File: src/flcp_pkg.sv
package flcp_pkg;

  // Bus geometry
  localparam int ADDR_W = 12;
  localparam int DATA_W = 32;

  // Register indices; byte address is four times the index
  localparam logic [8:0] IDX_ENA        = 9'h171;
  localparam logic [8:0] IDX_INT        = 9'h172;
  localparam logic [8:0] IDX_NUM        = 9'h173;
  localparam logic [8:0] IDX_DEN        = 9'h174;
  localparam logic [8:0] IDX_RATIO      = 9'h175;
  localparam logic [8:0] IDX_REFDIV     = 9'h176;
  localparam logic [8:0] IDX_SYNC_ENA   = 9'h181;
  localparam logic [8:0] IDX_SYNC_INT   = 9'h182;
  localparam logic [8:0] IDX_SYNC_NUM   = 9'h183;
  localparam logic [8:0] IDX_SYNC_DEN   = 9'h184;
  localparam logic [8:0] IDX_SYNC_RATIO = 9'h185;
  localparam logic [8:0] IDX_SYNC_DIV   = 9'h186;
  localparam logic [8:0] IDX_SYNC_GAIN  = 9'h187;

  // Field positions and widths
  localparam int ENA_BIT        = 0;
  localparam int UPD_BIT        = 15;
  localparam int INT_W          = 10;
  localparam int FRAC_W         = 16;
  localparam int RATIO_LSB      = 8;
  localparam int RATIO_W        = 4;
  localparam int OUTDIV_LSB     = 1;
  localparam int OUTDIV_W       = 3;
  localparam int REFDIV_LSB     = 6;
  localparam int REFDIV_W       = 2;
  localparam int SRATIO_LSB     = 8;
  localparam int SRATIO_W       = 3;
  localparam int GAIN_LSB       = 2;
  localparam int GAIN_W         = 4;
  localparam int BW_BIT         = 0;
  localparam int LRATIO_W       = 5;
  localparam int PRATIO_W       = 4;

  // Reset values
  localparam logic [INT_W-1:0]    RST_INT    = 10'h008;
  localparam logic [FRAC_W-1:0]   RST_NUM    = 16'h0018;
  localparam logic [FRAC_W-1:0]   RST_DEN    = 16'h007d;
  localparam logic [RATIO_W-1:0]  RST_RATIO  = 4'h0;
  localparam logic [OUTDIV_W-1:0] RST_OUTDIV = 3'h3;
  localparam logic [REFDIV_W-1:0] RST_REFDIV = 2'h0;
  localparam logic                RST_BW     = 1'b1;

  // Code limits
  localparam logic [OUTDIV_W-1:0] OUTDIV_MIN  = 3'h2;
  localparam logic [SRATIO_W-1:0] SRATIO_TOP  = 3'h4;

  // Loop configuration carried as one word
  typedef struct packed {
    logic [RATIO_W-1:0]  ratio;
    logic [OUTDIV_W-1:0] outdiv;
    logic [REFDIV_W-1:0] refdiv;
    logic [SRATIO_W-1:0] sratio;
    logic [REFDIV_W-1:0] sdiv;
    logic [GAIN_W-1:0]   sgain;
    logic                sbw;
  } flcp_cfg_t;

endpackage

File: src/flcp_tickdiv.sv
`timescale 1ns/1ps
// Divides a stream of single-cycle ticks by a run-time ratio
module flcp_tickdiv
  import flcp_pkg::*;
#(
  parameter int W = 5
) (
  input  wire logic         i_clk,
  input  wire logic         i_rst,
  input  wire logic         i_tick,
  input  wire logic [W-1:0] i_ratio,
  output logic              o_tick
);

  typedef struct packed {
    logic [W-1:0] cnt;
    logic         tick;
  } flcp_tdiv_t;

  flcp_tdiv_t s_q;
  flcp_tdiv_t s_d;

  // Count input ticks, emit one per ratio
  always_comb begin
    s_d = s_q;
    s_d.tick = 1'b0;
    if (i_tick) begin
      if (s_q.cnt >= i_ratio - W'(1)) begin
        s_d.cnt  = '0;
        s_d.tick = 1'b1;
      end else begin
        s_d.cnt = s_q.cnt + W'(1);
      end
    end
  end

  always_ff @(posedge i_clk or posedge i_rst) begin
    if (i_rst) begin
      s_q <= '0;
    end else begin
      s_q <= s_d;
    end
  end

  assign o_tick = s_q.tick;

endmodule

File: src/flcp_outdiv.sv
`timescale 1ns/1ps
// Output divider on oscillator ticks; reserved codes stop the output
module flcp_outdiv
  import flcp_pkg::*;
(
  input  wire logic                i_clk,
  input  wire logic                i_rst,
  input  wire logic                i_run,
  input  wire logic                i_tick,
  input  wire logic [OUTDIV_W-1:0] i_code,
  output logic                     o_tick
);

  typedef struct packed {
    logic [OUTDIV_W-1:0] cnt;
    logic                tick;
  } flcp_odiv_t;

  flcp_odiv_t s_q;
  flcp_odiv_t s_d;

  // Codes below the minimum are reserved: no output at all
  always_comb begin
    s_d = s_q;
    s_d.tick = 1'b0;
    if (!i_run || i_code < OUTDIV_MIN) begin
      s_d.cnt = '0;
    end else if (i_tick) begin
      if (s_q.cnt >= i_code - OUTDIV_W'(1)) begin
        s_d.cnt  = '0;
        s_d.tick = 1'b1;
      end else begin
        s_d.cnt = s_q.cnt + OUTDIV_W'(1);
      end
    end
  end

  always_ff @(posedge i_clk or posedge i_rst) begin
    if (i_rst) begin
      s_q <= '0;
    end else begin
      s_q <= s_d;
    end
  end

  assign o_tick = s_q.tick;

endmodule

File: src/flcp_top.sv
// The implementer's own choice: the APB register port.
`timescale 1ns/1ps
module flcp_top
  import flcp_pkg::*;
(
  input  wire logic                I_CLK,
  input  wire logic                I_RST,
  input  wire logic                PSEL,
  input  wire logic                PENABLE,
  input  wire logic                PWRITE,
  input  wire logic [ADDR_W-1:0]   PADDR,
  input  wire logic [DATA_W-1:0]   PWDATA,
  output logic      [DATA_W-1:0]   PRDATA,
  output logic                     PREADY,
  output logic                     PSLVERR,
  input  wire logic                I_REF_TICK,
  input  wire logic                I_SYNC_TICK,
  input  wire logic                I_VCO_TICK,
  output logic                     O_LOOP_ENABLE,
  output logic                     O_SYNC_ENABLE,
  output logic      [INT_W-1:0]    O_MULT_INT,
  output logic      [FRAC_W-1:0]   O_FRAC_NUM,
  output logic      [FRAC_W-1:0]   O_FRAC_DEN,
  output logic                     O_FRAC_SCALED,
  output logic      [LRATIO_W-1:0] O_LOOP_RATIO,
  output logic      [OUTDIV_W-1:0] O_OUTDIV_RATIO,
  output logic      [PRATIO_W-1:0] O_REF_RATIO,
  output logic      [LRATIO_W-1:0] O_SYNC_RATIO,
  output logic      [INT_W-1:0]    O_SYNC_INT,
  output logic      [FRAC_W-1:0]   O_SYNC_NUM,
  output logic      [FRAC_W-1:0]   O_SYNC_DEN,
  output logic      [GAIN_W-1:0]   O_SYNC_GAIN,
  output logic                     O_SYNC_NARROW,
  output logic                     O_REF_TICK,
  output logic                     O_SYNC_TICK,
  output logic                     O_OUT_TICK
);

  typedef struct packed {
    logic                ena;
    logic [INT_W-1:0]    n_pend;
    logic [INT_W-1:0]    n_act;
    logic [FRAC_W-1:0]   th_pend;
    logic [FRAC_W-1:0]   th_act;
    logic [FRAC_W-1:0]   lam;
    flcp_cfg_t           cfg;
    logic                sena;
    logic [INT_W-1:0]    sn;
    logic [FRAC_W-1:0]   sth;
    logic [FRAC_W-1:0]   slam;
    logic [FRAC_W-1:0]   den_out;
    logic                scaled;
    logic [LRATIO_W-1:0] lratio;
    logic [OUTDIV_W-1:0] odiv;
    logic [PRATIO_W-1:0] rratio;
    logic [LRATIO_W-1:0] sratio;
    logic [DATA_W-1:0]   rdata;
    logic                ready;
    logic                err;
  } flcp_state_t;

  flcp_state_t s_q;
  flcp_state_t s_d;

  // Word address match against a register index
  function automatic logic hit(input logic [ADDR_W-1:0] a,
                               input logic [8:0] idx);
    return a[ADDR_W-1:2] == {1'b0, idx};
  endfunction

  // Power-of-two divider coding shared by both reference paths
  function automatic logic [PRATIO_W-1:0] pow2(
      input logic [REFDIV_W-1:0] c);
    return PRATIO_W'(1) << c;
  endfunction

  // Address is mapped at all
  function automatic logic mapped(input logic [ADDR_W-1:0] a);
    return hit(a, IDX_ENA) || hit(a, IDX_INT) || hit(a, IDX_NUM) ||
           hit(a, IDX_DEN) || hit(a, IDX_RATIO) || hit(a, IDX_REFDIV) ||
           hit(a, IDX_SYNC_ENA) || hit(a, IDX_SYNC_INT) ||
           hit(a, IDX_SYNC_NUM) || hit(a, IDX_SYNC_DEN) ||
           hit(a, IDX_SYNC_RATIO) || hit(a, IDX_SYNC_DIV) ||
           hit(a, IDX_SYNC_GAIN);
  endfunction

  logic             acc_first;
  logic             wr_fire;
  logic             upd_req;
  logic [DATA_W-1:0] rd_mux;

  // Access phase: one wait state, commit on the second access edge
  assign acc_first = PSEL && PENABLE && !s_q.ready;
  assign wr_fire   = PSEL && PENABLE && s_q.ready && PWRITE;
  assign upd_req   = wr_fire && hit(PADDR, IDX_INT) && PWDATA[UPD_BIT];

  // Read view; pending multiplier values are what software sees
  always_comb begin
    rd_mux = '0;
    if (hit(PADDR, IDX_ENA)) begin
      rd_mux[ENA_BIT] = s_q.ena;
    end else if (hit(PADDR, IDX_INT)) begin
      rd_mux[INT_W-1:0] = s_q.n_pend;
    end else if (hit(PADDR, IDX_NUM)) begin
      rd_mux[FRAC_W-1:0] = s_q.th_pend;
    end else if (hit(PADDR, IDX_DEN)) begin
      rd_mux[FRAC_W-1:0] = s_q.lam;
    end else if (hit(PADDR, IDX_RATIO)) begin
      rd_mux[RATIO_LSB +: RATIO_W]   = s_q.cfg.ratio;
      rd_mux[OUTDIV_LSB +: OUTDIV_W] = s_q.cfg.outdiv;
    end else if (hit(PADDR, IDX_REFDIV)) begin
      rd_mux[REFDIV_LSB +: REFDIV_W] = s_q.cfg.refdiv;
    end else if (hit(PADDR, IDX_SYNC_ENA)) begin
      rd_mux[ENA_BIT] = s_q.sena;
    end else if (hit(PADDR, IDX_SYNC_INT)) begin
      rd_mux[INT_W-1:0] = s_q.sn;
    end else if (hit(PADDR, IDX_SYNC_NUM)) begin
      rd_mux[FRAC_W-1:0] = s_q.sth;
    end else if (hit(PADDR, IDX_SYNC_DEN)) begin
      rd_mux[FRAC_W-1:0] = s_q.slam;
    end else if (hit(PADDR, IDX_SYNC_RATIO)) begin
      rd_mux[SRATIO_LSB +: SRATIO_W] = s_q.cfg.sratio;
    end else if (hit(PADDR, IDX_SYNC_DIV)) begin
      rd_mux[REFDIV_LSB +: REFDIV_W] = s_q.cfg.sdiv;
    end else if (hit(PADDR, IDX_SYNC_GAIN)) begin
      rd_mux[GAIN_LSB +: GAIN_W] = s_q.cfg.sgain;
      rd_mux[BW_BIT]             = s_q.cfg.sbw;
    end
  end

  // Register file and staged multiplier update
  always_comb begin
    s_d = s_q;
    s_d.ready = acc_first;
    if (acc_first) begin
      s_d.rdata = PWRITE ? '0 : rd_mux;
      s_d.err   = !mapped(PADDR);
    end
    if (wr_fire) begin
      if (hit(PADDR, IDX_ENA)) begin
        s_d.ena = PWDATA[ENA_BIT];
      end
      if (hit(PADDR, IDX_INT)) begin
        s_d.n_pend = PWDATA[INT_W-1:0];
        if (!s_q.ena) begin
          s_d.n_act = PWDATA[INT_W-1:0];
        end
      end
      if (hit(PADDR, IDX_NUM)) begin
        s_d.th_pend = PWDATA[FRAC_W-1:0];
        if (!s_q.ena) begin
          s_d.th_act = PWDATA[FRAC_W-1:0];
        end
      end
      if (hit(PADDR, IDX_DEN)) begin
        s_d.lam = PWDATA[FRAC_W-1:0];
      end
      if (hit(PADDR, IDX_RATIO)) begin
        s_d.cfg.ratio  = PWDATA[RATIO_LSB +: RATIO_W];
        s_d.cfg.outdiv = PWDATA[OUTDIV_LSB +: OUTDIV_W];
      end
      if (hit(PADDR, IDX_REFDIV)) begin
        s_d.cfg.refdiv = PWDATA[REFDIV_LSB +: REFDIV_W];
      end
      if (hit(PADDR, IDX_SYNC_ENA)) begin
        s_d.sena = PWDATA[ENA_BIT];
      end
      if (hit(PADDR, IDX_SYNC_INT)) begin
        s_d.sn = PWDATA[INT_W-1:0];
      end
      if (hit(PADDR, IDX_SYNC_NUM)) begin
        s_d.sth = PWDATA[FRAC_W-1:0];
      end
      if (hit(PADDR, IDX_SYNC_DEN)) begin
        s_d.slam = PWDATA[FRAC_W-1:0];
      end
      if (hit(PADDR, IDX_SYNC_RATIO)) begin
        s_d.cfg.sratio = PWDATA[SRATIO_LSB +: SRATIO_W];
      end
      if (hit(PADDR, IDX_SYNC_DIV)) begin
        s_d.cfg.sdiv = PWDATA[REFDIV_LSB +: REFDIV_W];
      end
      if (hit(PADDR, IDX_SYNC_GAIN)) begin
        s_d.cfg.sgain = PWDATA[GAIN_LSB +: GAIN_W];
        s_d.cfg.sbw   = PWDATA[BW_BIT];
      end
    end
    // Both fields move together, so the loop never sees a torn pair
    if (upd_req && s_q.ena) begin
      s_d.n_act  = PWDATA[INT_W-1:0];
      s_d.th_act = s_q.th_pend;
    end
    // Decoded view of the live configuration, one cycle behind
    s_d.lratio = LRATIO_W'(s_q.cfg.ratio) + LRATIO_W'(1);
    s_d.odiv   = (s_q.cfg.outdiv < OUTDIV_MIN) ? '0 : s_q.cfg.outdiv;
    s_d.rratio = pow2(s_q.cfg.refdiv);
    // Codes 1XX all mean the top ratio
    if (s_q.cfg.sratio >= SRATIO_TOP) begin
      s_d.sratio = LRATIO_W'(1) << SRATIO_TOP;
    end else begin
      s_d.sratio = LRATIO_W'(1) << s_q.cfg.sratio;
    end
    // Denominator has no meaning once the numerator is K scaled
    s_d.scaled  = s_q.sena;
    s_d.den_out = s_q.sena ? '0 : s_q.lam;
  end

  always_ff @(posedge I_CLK or posedge I_RST) begin
    if (I_RST) begin
      s_q         <= '0;
      s_q.n_pend  <= RST_INT;
      s_q.n_act   <= RST_INT;
      s_q.th_pend <= RST_NUM;
      s_q.th_act  <= RST_NUM;
      s_q.lam     <= RST_DEN;
      s_q.den_out <= RST_DEN;
      s_q.cfg.ratio  <= RST_RATIO;
      s_q.cfg.outdiv <= RST_OUTDIV;
      s_q.cfg.refdiv <= RST_REFDIV;
      s_q.cfg.sbw    <= RST_BW;
      s_q.lratio  <= LRATIO_W'(1);
      s_q.odiv    <= RST_OUTDIV;
      s_q.rratio  <= PRATIO_W'(1);
      s_q.sratio  <= LRATIO_W'(1);
    end else begin
      s_q <= s_d;
    end
  end

  // Reference paths; both dividers free-run so ratios settle early
  flcp_tickdiv #(.W(PRATIO_W)) u_refdiv (
    .i_clk   (I_CLK),
    .i_rst   (I_RST),
    .i_tick  (I_REF_TICK),
    .i_ratio (s_q.rratio),
    .o_tick  (O_REF_TICK)
  );

  flcp_tickdiv #(.W(PRATIO_W)) u_syncdiv (
    .i_clk   (I_CLK),
    .i_rst   (I_RST),
    .i_tick  (I_SYNC_TICK),
    .i_ratio (pow2(s_q.cfg.sdiv)),
    .o_tick  (O_SYNC_TICK)
  );

  // Output clock only while the loop runs
  flcp_outdiv u_outdiv (
    .i_clk  (I_CLK),
    .i_rst  (I_RST),
    .i_run  (s_q.ena),
    .i_tick (I_VCO_TICK),
    .i_code (s_q.cfg.outdiv),
    .o_tick (O_OUT_TICK)
  );

  assign PRDATA         = s_q.rdata;
  assign PREADY         = s_q.ready;
  assign PSLVERR        = s_q.err;
  assign O_LOOP_ENABLE  = s_q.ena;
  assign O_SYNC_ENABLE  = s_q.sena;
  assign O_MULT_INT     = s_q.n_act;
  assign O_FRAC_NUM     = s_q.th_act;
  assign O_FRAC_DEN     = s_q.den_out;
  assign O_FRAC_SCALED  = s_q.scaled;
  assign O_LOOP_RATIO   = s_q.lratio;
  assign O_OUTDIV_RATIO = s_q.odiv;
  assign O_REF_RATIO    = s_q.rratio;
  assign O_SYNC_RATIO   = s_q.sratio;
  assign O_SYNC_INT     = s_q.sn;
  assign O_SYNC_NUM     = s_q.sth;
  assign O_SYNC_DEN     = s_q.slam;
  assign O_SYNC_GAIN    = s_q.cfg.sgain;
  assign O_SYNC_NARROW  = s_q.cfg.sbw;

  logic wr_int;
  logic wr_num;
  assign wr_int = wr_fire && hit(PADDR, IDX_INT);
  assign wr_num = wr_fire && hit(PADDR, IDX_NUM);
endmodule

File: config.mk
export PLATFORM = sky130hd
export DESIGN_NAME = flcp_top
export DESIGN_NICKNAME = d
export VERILOG_FILES = /design/src/flcp_pkg.sv /design/src/flcp_tickdiv.sv /design/src/flcp_outdiv.sv /design/src/flcp_top.sv
export SDC_FILE = /design/constraint.sdc
export NUM_CORES = 1
export LEC_CHECK = 0
export ABC_AREA = 1
export ABC_CLOCK_PERIOD_IN_PS = 8800
export BUFFER_PORTS_ARGS = -buffer_cell sky130_fd_sc_hd__buf_2
export CORE_MARGIN = 5
export CORE_UTILIZATION = 50
export CTS_CLUSTER_DIAMETER = 200
export DETAILED_ROUTE_END_ITERATION = 8
export PLACE_DENSITY = 0.84
export SYNTH_ARGS = -nofsm -noshare
export SYNTH_HDL_FRONTEND = slang
export SYNTH_SLANG_ARGS = --single-unit
File: constraint.sdc
create_clock -name I_CLK -period 8.8 [get_ports I_CLK]
set_input_delay 1.76 -clock I_CLK [delete_from_list [all_inputs] [get_ports I_CLK]]
set_output_delay 1.76 -clock I_CLK [all_outputs]
set_load 0.005 [all_outputs]
* After elaboration in Yosys (flattened, before gate mapping)
Cells that the tools add are included.
** Word-level totals
- Register bits :: 213
- Latch bits :: 0
- RAM bits :: 0
- Memory bits (read-only) :: 0
- Bits of input ports :: 52
- Output and inout port bits :: 146
- Memories :: 0
** Operators by class
- Add/subtract/negate cells :: 7
- Multiply operators :: 0
- Divide/modulo/power cells :: 0
- $lt $le $gt $ge :: 5
- Equality and inequality tests :: 14
- Shifts and indexed selects :: 3
- Multiplexer cells :: 76
- Bitwise gates (word level) :: 0
- Reduce and logical (&&, ||, !) cells :: 42
** Operator list (count)
- 16-bit 2-to-1 mux :: 10
- 10-bit by 9-bit == test with 1-bit output, second input constant :: 13
- 10-bit 2-to-1 mux :: 13
- 120-bit 2-to-1 mux :: 1
- 15-bit 2-to-1 mux :: 8
- 32-bit 2-to-1 mux :: 1
- 4-bit 2-to-1 mux :: 8
- 2-bit AND reduction :: 13
- 6-bit 2-to-1 mux :: 4
- 3-bit 2-to-1 mux :: 6
- 1-bit 2-to-1 mux :: 15
- 5-bit 2-to-1 mux :: 3
- 1-bit logical OR :: 13
- 9-bit 2-to-1 mux :: 1
- 4-bit by 1-bit adder with 4-bit output, second input constant :: 2
- 4-bit >= comparator :: 2
- 2-bit 2-to-1 mux :: 4
- 8-bit 2-to-1 mux :: 1
- 2-bit nonzero test :: 4
- 1-bit by 2-bit << shifter with 4-bit output, first input constant :: 2
- 4-bit by 1-bit subtractor with 4-bit output, second input constant :: 2
- 1-bit logical AND :: 7
- 7-bit 2-to-1 mux :: 1
- 3-bit AND reduction :: 2
- other kinds (9) :: 11

* Depth between registers and ports, before layout
- Depth in word-level cells :: 28
- Mapped depth :: 14

* Hierarchy
A second synthesis with hierarchy kept.
** Unflattened totals
- Cells, all modules :: 1185
- Area, all modules :: 10027.1 µm²
** Modules (own cells, without submodules)
- flcp_top :: times used 1, cells an instance 1056, area each 8991.1 µm², seq. area each 4611.9 µm²
- flcp_tickdiv :: times used 2, cells an instance 46, area each 365.4 µm², seq. area each 125.1 µm²
- flcp_outdiv :: times used 1, cells an instance 37, area each 305.3 µm², seq. area each 100.1 µm²

* Worst setup path before layout
OpenSTA, ideal clock, no wires.
- Path kind :: input-to-reg
- Start point :: input port PADDR[9]
- End point :: register s_q (netlist bit O_FRAC_NUM[0])
- Setup time :: 0.117 ns
- Arrival :: 2.943 ns
- Data required time :: 8.683 ns
- Setup slack :: 5.741 ns
- Stages :: 13
- Buffers on the path :: 1
- Cell sequence :: inv_1 -> nand4_2 -> nor2_4 -> nand2_4 -> nor2_4 -> inv_2 -> o21ai_2 -> inv_2 -> nor2_4 -> buf_6 -> nand2_1 -> nor2_1 -> nor2_1
** On the way
- Cells in the longest elaborated chain, start to end :: 6
- Elaborated cells between the ends (all ways) :: 10
** RTL lines
- start, declared :: RTL line flcp_top.sv:11 : input wire logic [ADDR_W-1:0] PADDR,
- 10-bit by 9-bit == test with 1-bit output
- 1-bit logical AND
- 1-bit logical AND :: RTL line flcp_top.sv:95 : assign upd_req = wr_fire && hit(PADDR, IDX_INT) && PWDATA[UPD_BIT];
- 1-bit logical AND :: RTL line flcp_top.sv:189 : if (upd_req && s_q.ena) begin
- 2-bit by 1-bit inequality test with 1-bit output (no source line) / 2-bit nonzero test (equally long branches)
- 3-bit AND reduction (no source line)
- end, declared :: RTL line flcp_top.sv:62 : flcp_state_t s_q;
Parallel ways exist; a longest one is shown, timed or not.
A chain may end at the register's enable or synchronous reset.

* Worst setup path in the final report
- Start point :: input port PADDR[9]
- End point :: register s_q (netlist bit O_FRAC_NUM[8])
Same word-level chain as after synthesis.

==> metrics.cfg <==
[synth]
synth_edf_count=0
yosys.area.top_type_share_pct=43.49
netlist_instances=1160
yosysMostFrequentCell=nand2_1
synth_top_cells_by_count=nand2_1 (292), dfrtp_1 (171), o21ai_0 (143)
synth_top_area_cell=dfrtp_1
synthTopCellsByArea=dfrtp_1 (43%), nand2_1 (11%), buf_4 (10%), o21ai_0 (7.3%), dfstp_2 (6.9%)
postSynthAreaPerCell_um2=8.482
synthArstFlopShare_pct=100.0
yosys_warnings=0
synth.cell_area_mm2=0.009839
ys.flop_type=dfrtp_1
synth-seq-cells=197
synth_cell_type_count=40
ys_seq_area_share_pct=50.43

[sta]
finalCritPeriodShare_pct=45.21
final-setup-viol-count=0
hold_violations=0
max-slew-margin-rel_pct=22.24
min_period_ns=3.979
rsz0062_at_grt=false
hold_ws_ns=0.4102
slew_viol_final=0
max_freq_mhz=251.3
setup_slack_ns=4.821
totalNegativeSetupSlack_ns=0
clock_skew_ns=0.01074
worst_pin_slew_ns=1.163

[grt]
grt_usage_pct=22.64
grt_pass1_vias=7288
grt_pass1_wl_um=39430
grt-ovfl-total=0
antenna_found_initial=3
grt_max_degree=119

[power]
max-vdd-ir-drop_v=0.0001335
p_per_area_mw_per_mm2=172.1
p_leak_nw=5.658

[floorplan]
pin_count=198
fp.coreArea_mm2=0.01940
rows=51
die_h_um=150.3
die_x_um=150.3
dieArea_mm2=0.02258
initial_core_util_pct=50.72

[placement]
place_inst=1429
placed_cell_area_mm2=0.009839
pre_cts_ws_ns=4.468
hpwl_um=18740
numPortBuffers=163
gp_congestion=0.8874

[final_layout]
syn_to_final_growth_pct=6.422
multi_input_area_mm2=0.003276
drive_above_1_share_pct=21.32
final_nets=1251
final_area_mm2=0.01047
fillers=1760
final_cells=1462
regArea_mm2=0.004962

[worst_setup_path]
startpoint=PADDR[9]
start_kind=input pin
ff2ff_path_depth=4
reg2reg_from=PREADY$_DFF_PP0_
crit_required_ns=9.17
worstSetupPathType=in2reg
worstPathArrival_ns=4.35
crit_fanout=23
cp-end-kind=flop

[routing]
post_drt_wl_per_cell_um=17.29
first_iter_violations=782
routed_wl_um=25270
first_pass_iters=5
via_count=7720
via_per_inst=5.280
postRouteAntennaNets=0
drc_errors=0

[clock_tree]
h-tree-depth=4
cts_sinks=197
ctsHoldBuffers=0
cts_setup_buffers=0
cts_tree=done
numCtsBuffers=17
clk_pin_slew_worst_paths_ns=0.07
insertion_delay_ns=0.44
ctsLongestPathBuffers=2
clock-root-buffer=clkbuf_16
cts_resized=0

[run_status]
status=completed

[min_path]
hp-class=reg2reg
min_from=s_q[124]$_DFFE_PP1P_
hold_depth=0

[job]
maxCapViolations=0

[metrics by stage]
stage / total power, mW / util [%]
4_1_cts: 1.811 / 53.97
5_1_grt: 1.857 / 53.98
3_3_place_gp: 0.9913 / 50.72
3_5_place_dp: 0.9930 / 50.72
6_report: 1.802 / 53.98
2_1_floorplan: 0.9696 / -
[cells by family (layout without fill, tap and decap cells)]
logic type	after synthesis	in the layout	synth area share (%)
and+or+nand+nor	435	435	18.49
buffers and inverters	292	313	16.85
AOI/OAI and AO/OA	211	211	11.44
DFF	197	197	50.43
adders and majority gates	16	16	2.035
xor gates and xnor gates	8	8	0.7120
other	1	17	0.03811
[critical path, stage by stage]
cell and delay [ns]:
buf_2 0.11, inv_1 0.08, nand4_2 0.19, nor2_4 0.22
nand2_1 0.47, inv_2 0.41, o21ai_2 0.22, nor2_4 0.51
o211ai_1 0.25, nand2_1 0.11
[power breakdown]
group	switching [mW]	leakage, nW	internal, mW
Clock	0.362	0.299	0.464
Combinational	0.0493	2.79	0.0136
Sequential	0.00330	2.57	0.909
Total	0.415	5.66	1.39
[final timing paths]
path,end,slack [ns]
min in group asynchronous,u_outdiv.o_tick$_DFF_PP0_,1.46
max,O_FRAC_NUM[8]$_DFFE_PP0P_,4.82
min reg2reg,O_OUTDIV_RATIO[1]$_DFF_PP1_,0.41
max reg2reg,s_q[142]$_DFFE_PP0P_,5.92
min,O_OUTDIV_RATIO[1]$_DFF_PP1_,0.41
max in group asynchronous,O_FRAC_NUM[7]$_DFFE_PP0P_,5.89
[registers in the layout, summed over array words and instances (netlist names), 10 cells and up]
name	cells
s_q	56
PRDATA	16
O_SYNC_DEN	16
O_MULT_INT	10
O_SYNC_NUM	16
O_SYNC_INT	10
O_FRAC_DEN	16
O_FRAC_NUM	16
[metal layers]
metal  part of all wire (%)  global-route usage [%]  wire, um
met5                  0.075                       0        19
met1                     41                   29.16     10300
met4                    3.1                   8.600       793
met3                    8.5                   6.171      2140
met2                     48                   36.64     12020
[cells in the final DEF, fill, tap and decap left out, types with 2 or more instances in the layout]
cell	instances
dfrtp_1	171
clkinv_4	3
dfstp_2	26
o211ai_1	14
nand3_1	18
or2_2	8
o2111ai_1	3
nor2_1	76
o21ai_1	15
nand4_1	14
conb_1	16
inv_2	9
o21ai_0	143
nor4_1	3
a31oi_1	2
nand2_1	292
xor2_1	4
inv_8	4
o21ai_2	2
bufinv_16	3
inv_6	2
nor3_1	11
xnor2_1	4
clkbuf_16	17
buf_2	163
a21oi_1	28
ha_1	16
clkinvlp_4	3
nor2_2	3
nor2_4	5
inv_1	106
[layout make-up]
class | instances | share of cell area (%)
well taps | 265 | 3.166
clock inverters | 14 | 1.816
diodes | 1 | 0.02390
clock buffers | 18 | 4.194
inverters | 117 | 4.266
multi-input cells | 686 | 31.28
flip-flops and latches | 197 | 47.39
repair buffers | 164 | 7.862
Power figures use the tool's default switching activity.
